## src/hw/eivm_defs.svh

```systemverilog
// Offsets, field positions, reset values and vector addresses of the interrupt map.
`ifndef EIVM_DEFS_SVH
`define EIVM_DEFS_SVH

// ----------------------------------------------------------------------------
// Register word offsets
// ----------------------------------------------------------------------------
`define EIVM_ADDR_W 4
`define EIVM_OFS_CORE_CTRL 4'h0
`define EIVM_OFS_IRQ_ENABLE 4'h1
`define EIVM_OFS_IRQ_FLAGS 4'h2
`define EIVM_OFS_MASK_A 4'h3
`define EIVM_OFS_MASK_B 4'h4
`define EIVM_OFS_MASK_C 4'h5
`define EIVM_OFS_PIN_LEVEL 4'h6

// ----------------------------------------------------------------------------
// Field positions and reset values
// ----------------------------------------------------------------------------
`define EIVM_SENSE_A_LSB 0
`define EIVM_SENSE_B_LSB 2
`define EIVM_RST_BYTE 8'h00
`define EIVM_SETTLE_DONE 2'h3

// ----------------------------------------------------------------------------
// Program word vector addresses
// ----------------------------------------------------------------------------
`define EIVM_VEC_W 16
`define EIVM_VEC_N 21
`define EIVM_VEC_RESET 16'h0000
`define EIVM_VEC_EXT_A 16'h0001
`define EIVM_VEC_EXT_B 16'h0002
`define EIVM_VEC_PERIPH_FIRST 16'h0003
`define EIVM_VEC_PERIPH_LAST 16'h0012
`define EIVM_VEC_GRP_A 16'h000B
`define EIVM_VEC_GRP_B 16'h0013
`define EIVM_VEC_GRP_C 16'h0014
`define EIVM_PERIPH_N 15

`endif

```

## src/hw/eivm_pkg.sv

```systemverilog
// Types shared by the external interrupt and vector map block.
package eivm_pkg;

  typedef enum logic [1:0] {
    EIVM_SENSE_LOW = 2'h0,
    EIVM_SENSE_ANY = 2'h1,
    EIVM_SENSE_FALL = 2'h2,
    EIVM_SENSE_RISE = 2'h3
  } eivm_sense_e;

  // Common layout of the enable and flag registers.
  typedef struct packed {
    logic ext_b;
    logic ext_a;
    logic grp_a;
    logic grp_c;
    logic grp_b;
    logic [1:0] rsv;
    logic gie;
  } eivm_irq_bits_s;

endpackage

```

## src/hw/eivm_top.sv

```systemverilog
// External pin interrupts, pin-change groups and the vector map.
//
// Behaviour
// - Any reset starts fetching at word zero.
// - External pins vector to words one and two.
// - Change groups vector to 0x0B, 0x13, 0x14.
// - Peripheral vectors fill words 0x03 through 0x12, except 0x0B.
// - Vector fetched only for an enabled source.
// - Pin level triggers even when driven locally.
// - Group a requests on masked pins 7..0.
// - Group b requests on masked pins 10..8.
// - Group c requests on masked pins 17..11.
// - Per-pin masks gate each group request.
// - Pin change detection needs no I/O clock.
// - External sense: falling, rising, any change or low level.
// - Low level requests for as long as low.
// - Edge detection only while I/O clock runs.
// - Sense codes: low, any, falling, rising.
// - Edge flag set, cleared by vector or write.
// - Groups need own enable and global enable.
`timescale 1ns/10ps
`default_nettype none
`include "eivm_defs.svh"

module eivm_sync #(
  parameter int W = 1
) (
  input wire logic clk_sys_i,
  input wire logic rst_i,
  input wire logic [W-1:0] d_i,
  output logic [W-1:0] q_o
);
  logic [W-1:0] meta_r;

  always_ff @(posedge clk_sys_i) begin
    if (rst_i) begin
      meta_r <= '0;
      q_o <= '0;
    end else begin
      meta_r <= d_i;
      q_o <= meta_r;
    end
  end
endmodule

module eivm_top
  import eivm_pkg::*;
(
  // Clock and reset
  input wire logic clk_sys_i,
  input wire logic rst_i,
  // I/O clock running indication
  input wire logic io_clk_en_i,
  // Pins
  input wire logic ext_irq_pin_a_i,
  input wire logic ext_irq_pin_b_i,
  input wire logic [17:0] change_watch_pins_i,
  // Peripheral requests, already gated by their own enables
  input wire logic [`EIVM_PERIPH_N-1:0] periph_req_i,
  // Processor core
  input wire logic core_ack_i,
  output logic irq_o,
  output logic [`EIVM_VEC_W-1:0] vector_o,
  output logic [`EIVM_VEC_N-1:0] ack_taken_o,
  // Register port
  input wire logic [`EIVM_ADDR_W-1:0] reg_addr_i,
  input wire logic [7:0] reg_wdata_i,
  input wire logic reg_we_i,
  input wire logic reg_re_i,
  output logic [7:0] reg_rdata_o
);

  // --------------------------------------------------------------------------
  // Pin synchronisers
  // --------------------------------------------------------------------------
  // The pad level is sampled whatever the pin direction, so software
  // driving its own pin raises its own interrupt.
  logic [19:0] pin_s;
  logic [19:0] pin_prev_r;
  logic [1:0] settle_r;
  logic armed;

  eivm_sync #(.W(20)) u_sync (
    .clk_sys_i(clk_sys_i),
    .rst_i(rst_i),
    .d_i({ext_irq_pin_b_i, ext_irq_pin_a_i, change_watch_pins_i}),
    .q_o(pin_s)
  );

  always_ff @(posedge clk_sys_i) begin
    if (rst_i) begin
      pin_prev_r <= '0;
    end else begin
      pin_prev_r <= pin_s;
    end
  end

  // Detection waits until the synchronisers hold real pin levels, which
  // keeps a high pin at reset release from looking like a change.
  always_ff @(posedge clk_sys_i) begin
    if (rst_i) begin
      settle_r <= 2'h0;
    end else if (settle_r != `EIVM_SETTLE_DONE) begin
      settle_r <= settle_r + 2'h1;
    end
  end
  assign armed = (settle_r == `EIVM_SETTLE_DONE);

  // --------------------------------------------------------------------------
  // Registers
  // --------------------------------------------------------------------------
  logic [3:0] sense_r;
  eivm_irq_bits_s en_r;
  eivm_irq_bits_s flag_r;
  logic [7:0] mask_a_r;
  logic [2:0] mask_b_r;
  logic [6:0] mask_c_r;
  logic wr_flags;
  eivm_irq_bits_s wr_bits;

  assign wr_flags = reg_we_i && (reg_addr_i == `EIVM_OFS_IRQ_FLAGS);
  assign wr_bits = eivm_irq_bits_s'(reg_wdata_i);

  always_ff @(posedge clk_sys_i) begin
    if (rst_i) begin
      sense_r <= 4'h0;
      en_r <= eivm_irq_bits_s'(`EIVM_RST_BYTE);
      mask_a_r <= 8'h00;
      mask_b_r <= 3'h0;
      mask_c_r <= 7'h00;
    end else if (reg_we_i) begin
      unique case (reg_addr_i)
        `EIVM_OFS_CORE_CTRL: sense_r <= reg_wdata_i[3:0];
        `EIVM_OFS_IRQ_ENABLE: begin
          en_r <= wr_bits;
          en_r.rsv <= 2'h0;
        end
        `EIVM_OFS_MASK_A: mask_a_r <= reg_wdata_i;
        `EIVM_OFS_MASK_B: mask_b_r <= reg_wdata_i[2:0];
        `EIVM_OFS_MASK_C: mask_c_r <= reg_wdata_i[6:0];
        default: begin
        end
      endcase
    end
  end

  // --------------------------------------------------------------------------
  // External pin sense
  // --------------------------------------------------------------------------
  eivm_sense_e sense_a;
  eivm_sense_e sense_b;
  logic edge_a;
  logic edge_b;

  assign sense_a = eivm_sense_e'(sense_r[`EIVM_SENSE_A_LSB +: 2]);
  assign sense_b = eivm_sense_e'(sense_r[`EIVM_SENSE_B_LSB +: 2]);

  function automatic logic sense_hit(input eivm_sense_e sel, input logic cur,
                                     input logic prev);
    logic hit;
    hit = 1'b0;
    unique case (sel)
      EIVM_SENSE_LOW: hit = 1'b0;
      EIVM_SENSE_ANY: hit = cur ^ prev;
      EIVM_SENSE_FALL: hit = prev & ~cur;
      EIVM_SENSE_RISE: hit = cur & ~prev;
    endcase
    return hit;
  endfunction

  // Edges need the I/O clock; a level request does not.
  assign edge_a = armed && io_clk_en_i &&
                  sense_hit(sense_a, pin_s[18], pin_prev_r[18]);
  assign edge_b = armed && io_clk_en_i &&
                  sense_hit(sense_b, pin_s[19], pin_prev_r[19]);

  // --------------------------------------------------------------------------
  // Pin change groups
  // --------------------------------------------------------------------------
  logic [17:0] toggled;
  logic chg_a;
  logic chg_b;
  logic chg_c;

  // Change detection runs on any sampling clock, independent of the
  // I/O clock, so it can serve as a wake source.
  assign toggled = pin_s[17:0] ^ pin_prev_r[17:0];
  assign chg_a = armed && |(toggled[7:0] & mask_a_r);
  assign chg_b = armed && |(toggled[10:8] & mask_b_r);
  assign chg_c = armed && |(toggled[17:11] & mask_c_r);

  // --------------------------------------------------------------------------
  // Flags, set wins over clear
  // --------------------------------------------------------------------------
  logic [`EIVM_VEC_N-1:0] taken;

  always_ff @(posedge clk_sys_i) begin
    if (rst_i) begin
      flag_r <= eivm_irq_bits_s'(`EIVM_RST_BYTE);
    end else begin
      if (sense_a == EIVM_SENSE_LOW) begin
        flag_r.ext_a <= 1'b0;
      end else begin
        flag_r.ext_a <= edge_a | (flag_r.ext_a & ~(wr_flags & wr_bits.ext_a)
                                  & ~taken[1]);
      end
      if (sense_b == EIVM_SENSE_LOW) begin
        flag_r.ext_b <= 1'b0;
      end else begin
        flag_r.ext_b <= edge_b | (flag_r.ext_b & ~(wr_flags & wr_bits.ext_b)
                                  & ~taken[2]);
      end
      flag_r.grp_a <= chg_a | (flag_r.grp_a & ~(wr_flags & wr_bits.grp_a) & ~taken[11]);
      flag_r.grp_b <= chg_b | (flag_r.grp_b & ~(wr_flags & wr_bits.grp_b) & ~taken[19]);
      flag_r.grp_c <= chg_c | (flag_r.grp_c & ~(wr_flags & wr_bits.grp_c) & ~taken[20]);
    end
  end

  // --------------------------------------------------------------------------
  // Request vector, index equals program word address
  // --------------------------------------------------------------------------
  logic [`EIVM_VEC_N-1:0] req;
  logic lvl_a;
  logic lvl_b;

  assign lvl_a = (sense_a == EIVM_SENSE_LOW) && !pin_s[18];
  assign lvl_b = (sense_b == EIVM_SENSE_LOW) && !pin_s[19];

  always_comb begin
    req = '0;
    if (en_r.gie) begin
      req[1] = en_r.ext_a & (lvl_a | flag_r.ext_a);
      req[2] = en_r.ext_b & (lvl_b | flag_r.ext_b);
      req[10:3] = periph_req_i[7:0];
      req[11] = en_r.grp_a & flag_r.grp_a;
      req[18:12] = periph_req_i[14:8];
      req[19] = en_r.grp_b & flag_r.grp_b;
      req[20] = en_r.grp_c & flag_r.grp_c;
    end
  end

  // Lowest address wins; index zero is reset and never requested.
  function automatic logic [`EIVM_VEC_W-1:0] pick(input logic [`EIVM_VEC_N-1:0] r);
    logic [`EIVM_VEC_W-1:0] v;
    v = `EIVM_VEC_RESET;
    for (int i = `EIVM_VEC_N - 1; i >= 1; i--) begin
      if (r[i]) begin
        v = `EIVM_VEC_W'(i);
      end
    end
    return v;
  endfunction

  // --------------------------------------------------------------------------
  // Core side
  // --------------------------------------------------------------------------
  // Vector and request are registered together, so the core never sees a
  // request beside a stale address.
  always_ff @(posedge clk_sys_i) begin
    if (rst_i) begin
      vector_o <= `EIVM_VEC_RESET;
      irq_o <= 1'b0;
    end else begin
      irq_o <= |req;
      if (|req) begin
        vector_o <= pick(req);
      end
    end
  end

  always_comb begin
    taken = '0;
    if (core_ack_i && irq_o) begin
      taken[vector_o[4:0]] = 1'b1;
    end
  end
  assign ack_taken_o = taken;

  // --------------------------------------------------------------------------
  // Register read
  // --------------------------------------------------------------------------
  always_ff @(posedge clk_sys_i) begin
    if (rst_i) begin
      reg_rdata_o <= 8'h00;
    end else if (reg_re_i) begin
      unique case (reg_addr_i)
        `EIVM_OFS_CORE_CTRL: reg_rdata_o <= {4'h0, sense_r};
        `EIVM_OFS_IRQ_ENABLE: reg_rdata_o <= en_r;
        `EIVM_OFS_IRQ_FLAGS: reg_rdata_o <= flag_r;
        `EIVM_OFS_MASK_A: reg_rdata_o <= mask_a_r;
        `EIVM_OFS_MASK_B: reg_rdata_o <= {5'h00, mask_b_r};
        `EIVM_OFS_MASK_C: reg_rdata_o <= {1'h0, mask_c_r};
        `EIVM_OFS_PIN_LEVEL: reg_rdata_o <= {6'h00, pin_s[19:18]};
        default: reg_rdata_o <= 8'h00;
      endcase
    end else begin
      reg_rdata_o <= 8'h00;
    end
  end
endmodule
`default_nettype wire

```

## config.mk

```make
export PLATFORM = sky130hd
export DESIGN_NAME = eivm_top
export DESIGN_NICKNAME = d
export VERILOG_FILES = /design/src/hw/eivm_pkg.sv /design/src/hw/eivm_top.sv
export VERILOG_INCLUDE_DIRS = /design/src /design/src/hw
export SDC_FILE = /design/constraint.sdc
export NUM_CORES = 1
export LEC_CHECK = 0
export BUFFER_PORTS_ARGS = -buffer_cell sky130_fd_sc_hd__buf_4
export CORE_MARGIN = 2
export CORE_UTILIZATION = 40
export DETAILED_ROUTE_END_ITERATION = 10
export RECOVER_POWER = 50
export SLEW_MARGIN = 20
export SYNTH_ARGS = -nofsm -noshare
export SYNTH_HDL_FRONTEND = slang
export SYNTH_SLANG_ARGS = --single-unit
```

## constraint.sdc

```tcl
create_clock -name clk_sys_i -period 1.6 [get_ports clk_sys_i]
set_clock_uncertainty 0.1 [all_clocks]
set_input_delay 0.32 -clock clk_sys_i [delete_from_list [all_inputs] [get_ports clk_sys_i]]
set_output_delay 0.32 -clock clk_sys_i [all_outputs]
set_load 0.01 [all_outputs]
```

# After elaboration in Yosys (flattened, before gate mapping)
# Index checks and enable logic that the tools add are counted.
[classes]
n_mul = 0
n_shift = 0
reduce_logical = 28
n_bitwise = 52
n_mux = 27
div_mod_pow = 0
add_sub_neg = 1
eq_ne = 14
n_lt_le_gt_ge = 2
[ops]
columns = ["cell", "n"]
rows = [
  ["$mux 16", 19],
  ["$pmux 8 s7", 1],
  ["$and 1x1->1", 24],
  ["$mux 21", 1],
  ["$mux 20", 1],
  ["$reduce_or 20->1", 1],
  ["$xor 18x18->18", 1],
  ["$not 1->1", 15],
  ["$eq 4x3->1 const B", 3],
  ["$logic_and 1x1->1", 11],
  ["$eq 2x2->1 const B", 5],
  ["$reduce_and 2->1", 5],
  ["$and 8x8->8", 1],
  ["$eq 4x2->1 const B", 2],
  ["$pmux 1 s4", 2],
  ["$reduce_or 8->1", 1],
  ["$and 7x7->7", 1],
  ["$or 1x1->1", 7],
  ["$reduce_or 7->1", 1],
  ["$lt 5x6->1 const B", 1],
  ["$reduce_or 2->1", 3],
  ["$demux 1 s5", 1],
  ["$ge 5x1->1 const B", 1],
  ["$mux 5", 1],
  ["11 further kinds", 15],
]
[totals]
input_bits = 53
wordCells = 146
ram_bits = 0
reg_bits = 120
rom_bits = 0
latchBits = 0
memories = 0
output_inout_bits = 46

# Logic depth before layout (Yosys ltp)
# Gate-level depths: netlist of run 1.
[logic_depth]
depth_word = 25
mapped_depth = 7
ltp_nobuf = 7

# Modules after synthesis
# Synthesis of run 1 repeated with hierarchy kept, for this count alone.
[unflattened]
hier_cells = 477
hier_area_um2 = 4657.0
[by_module_without_submodules]
columns = ["module", "area_per_inst_um2", "n_inst", "cells_each"]
rows = [
  ["eivm_top", 3500.9, 1, 393],
  ["eivm_sync", 1156.1, 1, 84],
]

# Worst setup path after synthesis of run 1
# Ideal clock, no wire load.
[synth_timing]
kind = "register to output"
start = "register irq_o"
end = "output ack_taken_o[20]"
t_required_ps = 1180
arrival_time_ps = 1410
setup_slack_ps = -230
path_stages_with_launch = 6
cell_sequence = "dfxtp_1 > nand2_1 > or3_1 > clkbuf_1 > or4_1 > inv_1"
[synth_between]
elab_chain_cells = 2
[synth_lines]
columns = ["element", "line_no", "rtl"]
rows = [
  ["start: declaration", "eivm_top.sv:62", "output logic irq_o,"],
  ["start signal: assignment", "eivm_top.sv:264", "irq_o <= |req;"],
  ["$logic_and 1x1->1", "eivm_top.sv:273", "if (core_ack_i && irq_o) begin"],
  ["$mux 21", "eivm_top.sv:273", ""],
  ["end: declaration", "eivm_top.sv:64", "output logic [`EIVM_VEC_N-1:0] ack_taken_o,"],
]
# Every way passes these cells.

# Worst setup path after layout of run 1
[layout_timing]
start = "register vector_o[0]"
end = "output ack_taken_o[20]"
[layout_between]
elab_chain_cells = 5
elab_cells_between_ends = 6
classes_between = "order compare: 2; mux: 3; reduce/logical: 1"
[layout_lines]
columns = ["element", "line_no", "rtl"]
rows = [
  ["start: declaration", "eivm_top.sv:63", "output logic [`EIVM_VEC_W-1:0] vector_o,"],
  ["start signal: assignment", "eivm_top.sv:261", "vector_o <= `EIVM_VEC_RESET;"],
  ["start signal: assignment", "eivm_top.sv:266", "vector_o <= pick(req);"],
  ["$lt 5x6->1 (implied by the code) / $ge 5x1->1 (equally long branches)", "eivm_top.sv:274", "taken[vector_o[4:0]] = 1'b1;"],
  ["$logic_and 1x1->1 (implied by the code)", "eivm_top.sv:274", ""],
  ["$mux 1 (implied by the code)", "eivm_top.sv:274", ""],
  ["$demux 1 s5 (*)", "eivm_top.sv:274", ""],
  ["$mux 21 (*)", "eivm_top.sv:273", ""],
]
# Mark *: on every way between the ends. The rest lies on a longest branch, timed or not.

==> out/results.ini, run 1 <==
[outcome]
status=finished, violations left
failed_checks=setup timing

[clock_network]
cts_tree=yes
cts_root_buffer=clkbuf_16
clk_pin_slew_worst_paths_ns=0.07
clk_latency_ns=0.34
clockBufferDepth=2
cts_htree_levels=3
cts_buffers=9
ctsHoldBuffers=0
cts.sinks=109

[synth]
synthFlopType=dfxtp_1
synth_mux_area_frac=0.0735
ys_ff_latch=109
synth_compound_area_frac=0.103
ys_top_cells_by_count=109 x dfxtp_1, 64 x nor2_1, 62 x nor2b_1, 23 x mux2i_1, 23 x nand2_1
synth_area_leaders=dfxtp_1 48%, nor2b_1 8.6%, nor2_1 5.3%
synth_top_area_frac=0.484
synth_top_cell_by_area=dfxtp_1
synth_warnings=0
synth.distinct_cells=54
synth_xor_area_frac=0.0369
syn_area_sq_mm=0.00451
synth_top_family_by_area=simple AND/OR/NAND/NOR gates
syn_inst=482
syn_avg_cell_area_sq_um=9.36
yosys.area_share.simple=0.241
synth_fa_ha_area_frac=0.0139
synth_edf_count=0
synth-async-reset-ratio=0
yosysMostFrequentCell=dfxtp_1
ys_seq_area_frac=0.484

[worst_hold_path]
hold_depth=2
worstHoldStart=change_watch_pins_i[16]
hold_class=input pin to flop
worstHoldEndpoint=u_sync.meta_r[16]

[cells_and_area]
fill_cells=980
fin_area_sq_mm=0.00631
n_antenna_cell=0
nets=688
drive_gt1_frac=0.364
areaGrowthSynthToFinish_pct=39.8

[critical_path]
critical_path_required_ns=1.18
max_stage_delay_ns=0.44
arrival_ns=1.66
cp-end-kind=primary output
critical-path-top-delay-family=simple AND/OR/NAND/NOR gates
crit_path_top_delay_cell=or4_4
critical_path_class=flop to primary output
rrSetupSlack_ns=-0.28
cp-start-kind=flop
reg2reg_from=en_r[7]
crit_chain=or3_4 > or4_4 > inv_2 > buf_6
rr_endpoint=vector_o[0]
path_buf_inv=2
worst_r2r_path_depth=5
path_max_fanout=2

[global_route]
busiest_layer=met2
grt_max_degree=27
globalRouteOverflowTotal=0
grt.total_usage=0.193
grtUsageMet1=0.250
grt_pass1_vias=3699
grt_first_pass_wirelength_mm=18.1
grt_util_met2=0.322
use_met3=0.0476
antenna_found_initial=0

[pwr]
intPower_w=0.00418
ir_worst_vdd_uv=643
switching_share=0.241
p_total_w=0.00550
seqPwrFrac=0.515
combinationalPowerShare=0.092
power_switching_w=0.00132
clockPowerShare=0.392
powerDensity_mw_per_mm2=872
p_leak_nw=2.73

[die]
dieWidth_um=110
initial_utilization=0.413
rows=38
core_sq_mm=0.0109
io_pins=99
die-area_sq_mm=0.0121
dieHeight_um=110

[drt]
vias=3912
drtPass1Iterations=6
routed_wl_mm=11.7
route.detailed.drc=0
post_drt_wl_per_cell_um=15.1
drtAntennaViolNets=0
drt-initial-drc-count=240
viasPerCell=5.05

[sta]
post-route-period-util=1.30
slew_headroom=0.574
finalSetupViolations=29
slew_violations=0
finalHoldViolations=0
finalWorstSetupSlack_ns=-0.482
setup_tns_ns=-7.98
min_period_ns=2.08
worstMarginPinSlew_ns=0.639
rsz0062_at_grt=true
timing.fmax_mhz=480

[placed_design]
gp_congestion=0.889
pre_cts_ws_ns=-0.340
portBuffers=87
placed_cell_area_sq_mm=0.00569
place_hpwl_mm=8.46

[job]
cap_violations=0

## area by class of cell
| cell class | count | area, sq um | share of cell area |
|---|---|---|---|
| Tap cell | 140 | 175 | 0.0278 |
| Sequential cell | 109 | 2200 | 0.348 |
| Inverter | 12 | 47.5 | 0.00754 |
| Clock buffer | 10 | 239 | 0.0379 |
| Multi-Input combinational cell | 337 | 2330 | 0.369 |
| Timing Repair Buffer | 161 | 1270 | 0.201 |
| Clock inverter | 6 | 53.8 | 0.00853 |
## metal layers
layer / wire length [um] / vias up / part of all wire
met5: 0 / - / 0
met4: 136 / 0 / 0.012
met3: 738 / 10 / 0.063
met2: 5780 / 135 / 0.49
met1: 5080 / 1833 / 0.43
li1: - / 1934 / -
## sequential cells by signal, summed over array words and instances (netlist names)
register / count
mask_c_r: 7
u_sync.meta_r: 20
pin_prev_r: 20
flag_r: 5
settle_r: 2
u_sync.q_o: 20
mask_a_r: 8
sense_r: 4
mask_b_r: 3
en_r: 6
vector_o: 5
irq_o: 1
reg_rdata_o: 8
## worst register-to-register path, stage by stage, from the launching register on
cell and delay [ns]:
dfxtp_1 0.31, nor4b_2 0.18, buf_4 0.14, a2111oi_0 0.51, o41ai_1 0.21, a311oi_1 0.33
## power groups by stage
stage          Clock [W]  Sequential (W)  Combinational (W)
5_1_grt          0.00232         0.00285           0.000562
2_1_floorplan          0         0.00289           0.000260
4_1_cts          0.00221         0.00283           0.000499
3_3_place_gp           0         0.00290           0.000476
6_report         0.00216         0.00283           0.000508
3_5_place_dp           0         0.00290           0.000489
## how the worst max path moves through the flow
stage,from,endpoint,cells after the start,slack [ns]
after global routing,irq_o,ack_taken_o[20],5,-0.52
final,vector_o[0],ack_taken_o[20],4,-0.48
after global placement,periph_req_i[9],vector_o[0],5,-0.30
after floorplan,irq_o,ack_taken_o[20],5,-0.15
after detailed placement,periph_req_i[9],vector_o[0],5,-0.34
after CTS,irq_o,ack_taken_o[20],5,-0.48
## cells in the final DEF, fill, tap and decap left out, types with 4 or more instances in the layout
master,n
dfxtp_2,8
nand3_1,19
buf_6,17
xor2_1,19
dfxtp_1,100
nor2_1,50
nor2_4,10
mux2_2,9
a22oi_1,7
nand2_1,21
mux2i_1,23
a222oi_1,6
clkbuf_2,4
nand3b_1,5
o21ai_0,5
buf_4,138
nor2_2,4
a21oi_1,16
nor3_1,5
nand4_1,4
nor2b_1,61
ha_1,5
inv_1,9
clkbuf_16,9
conb_1,11
## timing repair
action,CTS,global route
gates resized for setup,31,42
setup endpoints to repair,28,30
pin swaps,12,14
setup buffers,7,7
## metrics by stage
step                hold slack [ns]  cells   util
floorplan                     0.314    492      -
global placement              0.317    747  0.520
detailed placement            0.322    747  0.520
CTS                          0.0690    770  0.560
global route                 0.0762    775  0.577
finish                       0.0840    775  0.577
## cells by family (layout without fill, tap and decap cells)
family	after synthesis	count (layout)
adder cells (fa/ha/maj)	5	5
buffers and inverters	46	189
flip-flops	109	109
AND/OR/NAND/NOR	207	207
XOR/XNOR	19	19
other	1	11
AO/OA/AOI/OAI	63	63
multiplexers	32	32
Power figures use the tool's default switching activity.
==> run 2: changes to the inputs <==
- RECOVER_POWER: 50 -> default
==> run 2 against run 1 <==
Against the previous run: the run still ends with setup timing left; cell count unchanged; non-clock buffer count stayed put; first-iteration DRC count decreased by 0.83%; flip-flop and latch count is the same; largest cell class unchanged.
==> out/results.ini, run 2 (synthesis gave the netlist of run 1 again) <==
[outcome]
status=finished, violations left
failed_checks=setup timing

[sta]
min_period_ns=2.08
slew_headroom=0.638
slew_violations=0
finalHoldViolations=0
rsz0062_at_grt=true
worstMarginPinSlew_ns=0.529
finalWorstSetupSlack_ns=-0.482
timing.fmax_mhz=480
post-route-period-util=1.30
timing.hold.ws_ns=0.0846
finalSetupViolations=28

[placed_design]
gp_congestion=0.889
pre_cts_ws_ns=-0.340
place_inst=747
place_hpwl_mm=8.46
portBuffers=87

[cells_and_area]
areaGrowthSynthToFinish_pct=40.1
n_antenna_cell=0
fill_cells=978
stdcell_count=775
nets=688
final_util=0.578
reg_top3=pin_prev_r (20), u_sync.meta_r (20), u_sync.q_o (20)
drive_gt1_frac=0.365
regArea_sq_mm=0.00220
layout_common_cells=143 x buf_4, 100 x dfxtp_1, 61 x nor2b_1
mostFrequentLayoutCell=buf_4
multi_input_area_sq_mm=0.00233

[drt]
drt-initial-drc-count=238
drtPass1Iterations=6
viasPerCell=5.06
post_drt_wl_per_cell_um=15.2
vias=3922
route.detailed.drc=0
drtAntennaViolNets=0
routed_wl_mm=11.8

[global_route]
grt.total_usage=0.193
grt_max_degree=27
globalRouteOverflowTotal=0
antenna_found_initial=0
grt_pass1_vias=3699
grt_first_pass_wirelength_mm=18.1

[worst_hold_path]
worstHoldStart=change_watch_pins_i[16]
worstHoldEndpoint=u_sync.meta_r[16]
hold_depth=2
hold_class=input pin to flop

[die]
initial_utilization=0.413
die-area_sq_mm=0.0121
dieWidth_um=110
rows=38
dieHeight_um=110
io_pins=99
core_sq_mm=0.0109

[clock_network]
clk_pin_slew_worst_paths_ns=0.07
clk_latency_ns=0.34
cts_htree_levels=3
cts_buffers=9
cts_tree=yes
cts_root_buffer=clkbuf_16
cts.sinks=109
ctsHoldBuffers=0
clockBufferDepth=2

[critical_path]
path_max_fanout=2
cp-start-kind=flop
cp-end-kind=primary output
arrival_ns=1.66
rrSetupSlack_ns=-0.27
critical_path_required_ns=1.18
critical_path_class=flop to primary output
rr_endpoint=vector_o[0]
reg2reg_from=en_r[7]
worst_r2r_path_depth=5

[pwr]
ir_worst_vdd_uv=641
p_total_w=0.00551
p_leak_nw=2.73
powerDensity_mw_per_mm2=871

[job]
cap_violations=0

run 2: cell types whose count changed in the layout (fill, tap and decap cells not counted):
| cell | before | now |
|---|---|---|
| buf_4 | 138 | 143 |
| clkbuf_1 | 1 | 0 |
| clkbuf_2 | 4 | 0 |
run 2: timing repair:
item / in CTS / in global routing
setup buffers: 7 / 7
gates cloned: 0 / 0
pin swaps: 12 / 14
gates resized for setup: 31 / 42
setup endpoints to repair: 28 / 30
run 2: cell type report:
type / count / area share
sequential: 109 / 0.347
multi-input combinational: 337 / 0.369
inverter: 12 / 0.00752
tap: 140 / 0.0277
clock buffer: 10 / 0.0378
timing repair buffer: 161 / 0.202
clock inverter: 6 / 0.00851
run 2: metrics by stage:
| stage | cell area (sq um) | setup TNS (ns) |
|---|---|---|
| 5_1_grt | 6320 | -9.55 |
| 3_5_place_dp | 5690 | -2.66 |
| 2_1_floorplan | 4570 | -0.545 |
| 3_3_place_gp | 5690 | -2.33 |
| 6_report | 6320 | -7.93 |
| 4_1_cts | 6120 | -7.08 |
run 2: how the worst max path moves through the flow:
stage | slack (ns) | to | startpoint | cells after the start
final | -0.48 | ack_taken_o[20] | irq_o | 5
after global routing | -0.52 | ack_taken_o[20] | irq_o | 5
after CTS | -0.48 | ack_taken_o[20] | irq_o | 5
after detailed placement | -0.34 | vector_o[0] | periph_req_i[9] | 5
after global placement | -0.30 | vector_o[0] | periph_req_i[9] | 5
after floorplan | -0.15 | ack_taken_o[20] | irq_o | 5
run 2: worst max-delay path, cell delays in order (launching register included):
cell     delay [ns]
dfxtp_2        0.34
nand2_2        0.05
or3_4          0.33
or4_4          0.44
inv_2          0.07
buf_6          0.09
run 2: power breakdown:
part	switching [W]	total [W]	internal, W	leakage, nW
Combinational	0.000256	0.000514	0.000258	1.70
Sequential	0.0000397	0.00283	0.00279	0.894
Clock	0.00103	0.00216	0.00113	0.142
Total	0.00133	0.00551	0.00418	2.73
run 2: layer usage:
| metal | GRT usage | up-vias | share of wire |
|---|---|---|---|
| li1 | - | 1936 | - |
| met1 | 0.250 | 1838 | 0.43 |
| met2 | 0.322 | 135 | 0.49 |
| met3 | 0.0476 | 13 | 0.061 |
| met4 | 0.0527 | 0 | 0.013 |
| met5 | 0 | - | 0 |
==> run 3: changes to the inputs <==
- ABC_AREA: default -> 1
==> run 3 against run 2 <==
Against the previous run: the run still ends with setup timing left; area after synthesis rose by 1.1%; cell count is 14% higher; register-to-register slack better by 0.32 ns; maximum frequency up 18%; via count increased by 4.5%; synthesized cell count grew 27%; die area grew 1.1%; sequential share of layout area increased by 1.5 points; worst hold slack lost 0.012 ns; global-route usage fell by 1.5 points; clock-buffer cell count stayed put; critical endpoint is now ack_taken_o[11].
==> out/results.ini, run 3 <==
[critical_path]
arrival_ns=1.35
critical_path_required_ns=1.18
path_max_fanout=5
max_stage_delay_ns=0.41
rrSetupSlack_ns=0.05
cp-end-kind=primary output
cp-start-kind=flop
path_buf_inv=3
critical_path_class=flop to primary output
critical-path-top-delay-family=flip-flops
crit_chain=inv_4 > nor3_4 > inv_2 > nor2_2 > buf_4
crit_path_top_delay_cell=dfxtp_4

[global_route]
grt_pass1_vias=3715
grt_first_pass_wirelength_mm=17.7
antenna_found_initial=0
grt_max_degree=73
grt.total_usage=0.178
globalRouteOverflowTotal=0

[sta]
finalHoldViolations=0
slew_violations=0
finalSetupViolations=21
rsz0062_at_grt=true
finalWorstSetupSlack_ns=-0.169
timing.fmax_mhz=565
setup_tns_ns=-2.34
post-route-period-util=1.11
min_period_ns=1.77

[drt]
route.detailed.drc=0
routed_wl_mm=11.1
drtAntennaViolNets=0
viasPerCell=4.65
post_drt_wl_per_cell_um=12.6
drtPass1Iterations=4
drt-initial-drc-count=188
vias=4100

[synth]
synth_area_leaders=dfxtp_1 48%, inv_1 9.6%, nor2_1 8.6%
syn_avg_cell_area_sq_um=7.43
ys_top_cells_by_count=117 x inv_1, 109 x dfxtp_1, 104 x nor2_1, 77 x nand2_1, 50 x a21oi_1
synth_warnings=0
synth_top_family_by_area=simple AND/OR/NAND/NOR gates
synth.distinct_cells=41
synth_compound_area_frac=0.157
synth-async-reset-ratio=0
synth_edf_count=0
yosys.area_share.simple=0.209
syn_inst=614
yosysMostFrequentCell=inv_1
ys_ff_latch=109
synth_top_area_frac=0.478
synth_mux_area_frac=0
synth_fa_ha_area_frac=0.0137
synth_xor_area_frac=0.00576
synth_top_cell_by_area=dfxtp_1
synthFlopType=dfxtp_1
syn_area_sq_mm=0.00456
ys_seq_area_frac=0.478

[pwr]
powerDensity_mw_per_mm2=895
p_leak_nw=2.72
combinationalPowerShare=0.102
intPower_w=0.00411
seqPwrFrac=0.528
p_total_w=0.00546
clockPowerShare=0.370
ir_worst_vdd_uv=673
switching_share=0.248
power_switching_w=0.00135

[job]
cap_violations=0

[cells_and_area]
fin_area_sq_mm=0.00610
fill_cells=1092
areaGrowthSynthToFinish_pct=33.8
reg_top3=pin_prev_r (20), u_sync.meta_r (20), u_sync.q_o (20)
drive_gt1_frac=0.304
nets=794
mostFrequentLayoutCell=buf_4
n_antenna_cell=0
layout_common_cells=126 x buf_4, 103 x inv_1, 97 x dfxtp_1

[clock_network]
cts_tree=yes
cts_buffers=9
clk_pin_slew_worst_paths_ns=0.07
clk_latency_ns=0.35
ctsHoldBuffers=0
cts.sinks=109
cts_root_buffer=clkbuf_16
clockBufferDepth=2
cts_htree_levels=3

[die]
io_pins=99
rows=39
dieHeight_um=111
die-area_sq_mm=0.0123
core_sq_mm=0.0113
dieWidth_um=111
initial_utilization=0.405

[outcome]
failed_checks=setup timing
status=finished, violations left

[worst_hold_path]
hold_class=input pin to flop

[placed_design]
portBuffers=87
place_hpwl_mm=8.28
gp_congestion=0.879
placed_cell_area_sq_mm=0.00551

-- run 3: worst paths after layout --
| kind | from | end | depth (start not counted) |
|---|---|---|---|
| worst max-delay path | vector_o[0] | ack_taken_o[11] | 5 |
| worst min-delay path | change_watch_pins_i[14] | u_sync.meta_r[14] | 3 |
| worst max register to register | en_r[0] | vector_o[0] | 18 |
| worst min register to register | u_sync.meta_r[19] | u_sync.q_o[19] | 2 |
-- run 3: area by class of cell --
cell class                      instances  area, sq um  area share
Multi-Input combinational cell        369         2000       0.328
Tap cell                              143          179      0.0293
Timing Repair Buffer                  129          997       0.163
Clock inverter                          4         36.3     0.00594
Clock buffer                           10          229      0.0375
Inverter                              118          448      0.0734
Sequential cell                       109         2210       0.362
-- run 3: kinds of logic after synthesis --
| group | after synthesis |
|---|---|
| simple gates | 224 |
| buf+inv | 146 |
| compound gates | 126 |
| flops | 109 |
| fa+ha+maj | 5 |
| xor+xnor | 3 |
| other cells | 1 |
-- run 3: tightest hold or removal path, stage by stage --
cell,delay [ns]
buf_4,0.07
inv_1,0.03
nor2_1,0.06
-- run 3: metrics by stage --
stage | worst slack, ns | cells | util | hold WS (ns)
after global routing | -0.237 | 882 | 0.542 | 0.0663
after floorplan | 0.111 | 624 | - | 0.288
after detailed placement | -0.0852 | 858 | 0.489 | 0.292
after global placement | -0.0494 | 858 | 0.489 | 0.289
after CTS | -0.140 | 879 | 0.526 | 0.0678
final | -0.169 | 882 | 0.542 | 0.0725
-- run 3: repair_timing --
item | in CTS | in global routing
pin swaps | 9 | 19
resized for setup | 38 | 53
setup buffers | 7 | 4
endpoints found under the setup margin | 24 | 29
-- run 3: per-layer routing --
| metal | GRT usage | part of all wire | routed length (um) | vias up |
|---|---|---|---|---|
| li1 | - | - | - | 2151 |
| met1 | 0.229 | 0.46 | 5090 | 1852 |
| met2 | 0.302 | 0.48 | 5390 | 85 |
| met3 | 0.0459 | 0.047 | 523 | 12 |
| met4 | 0.0425 | 0.011 | 127 | 0 |
| met5 | 0 | 0 | 0 | - |
-- run 3: power groups by stage --
stage / registers, W / clock network (W) / logic (W)
detailed placement: 0.00293 / 0 / 0.000512
finish: 0.00288 / 0.00202 / 0.000559
CTS: 0.00288 / 0.00207 / 0.000533
floorplan: 0.00292 / 0 / 0.000292
global placement: 0.00293 / 0 / 0.000504
global route: 0.00289 / 0.00218 / 0.000624
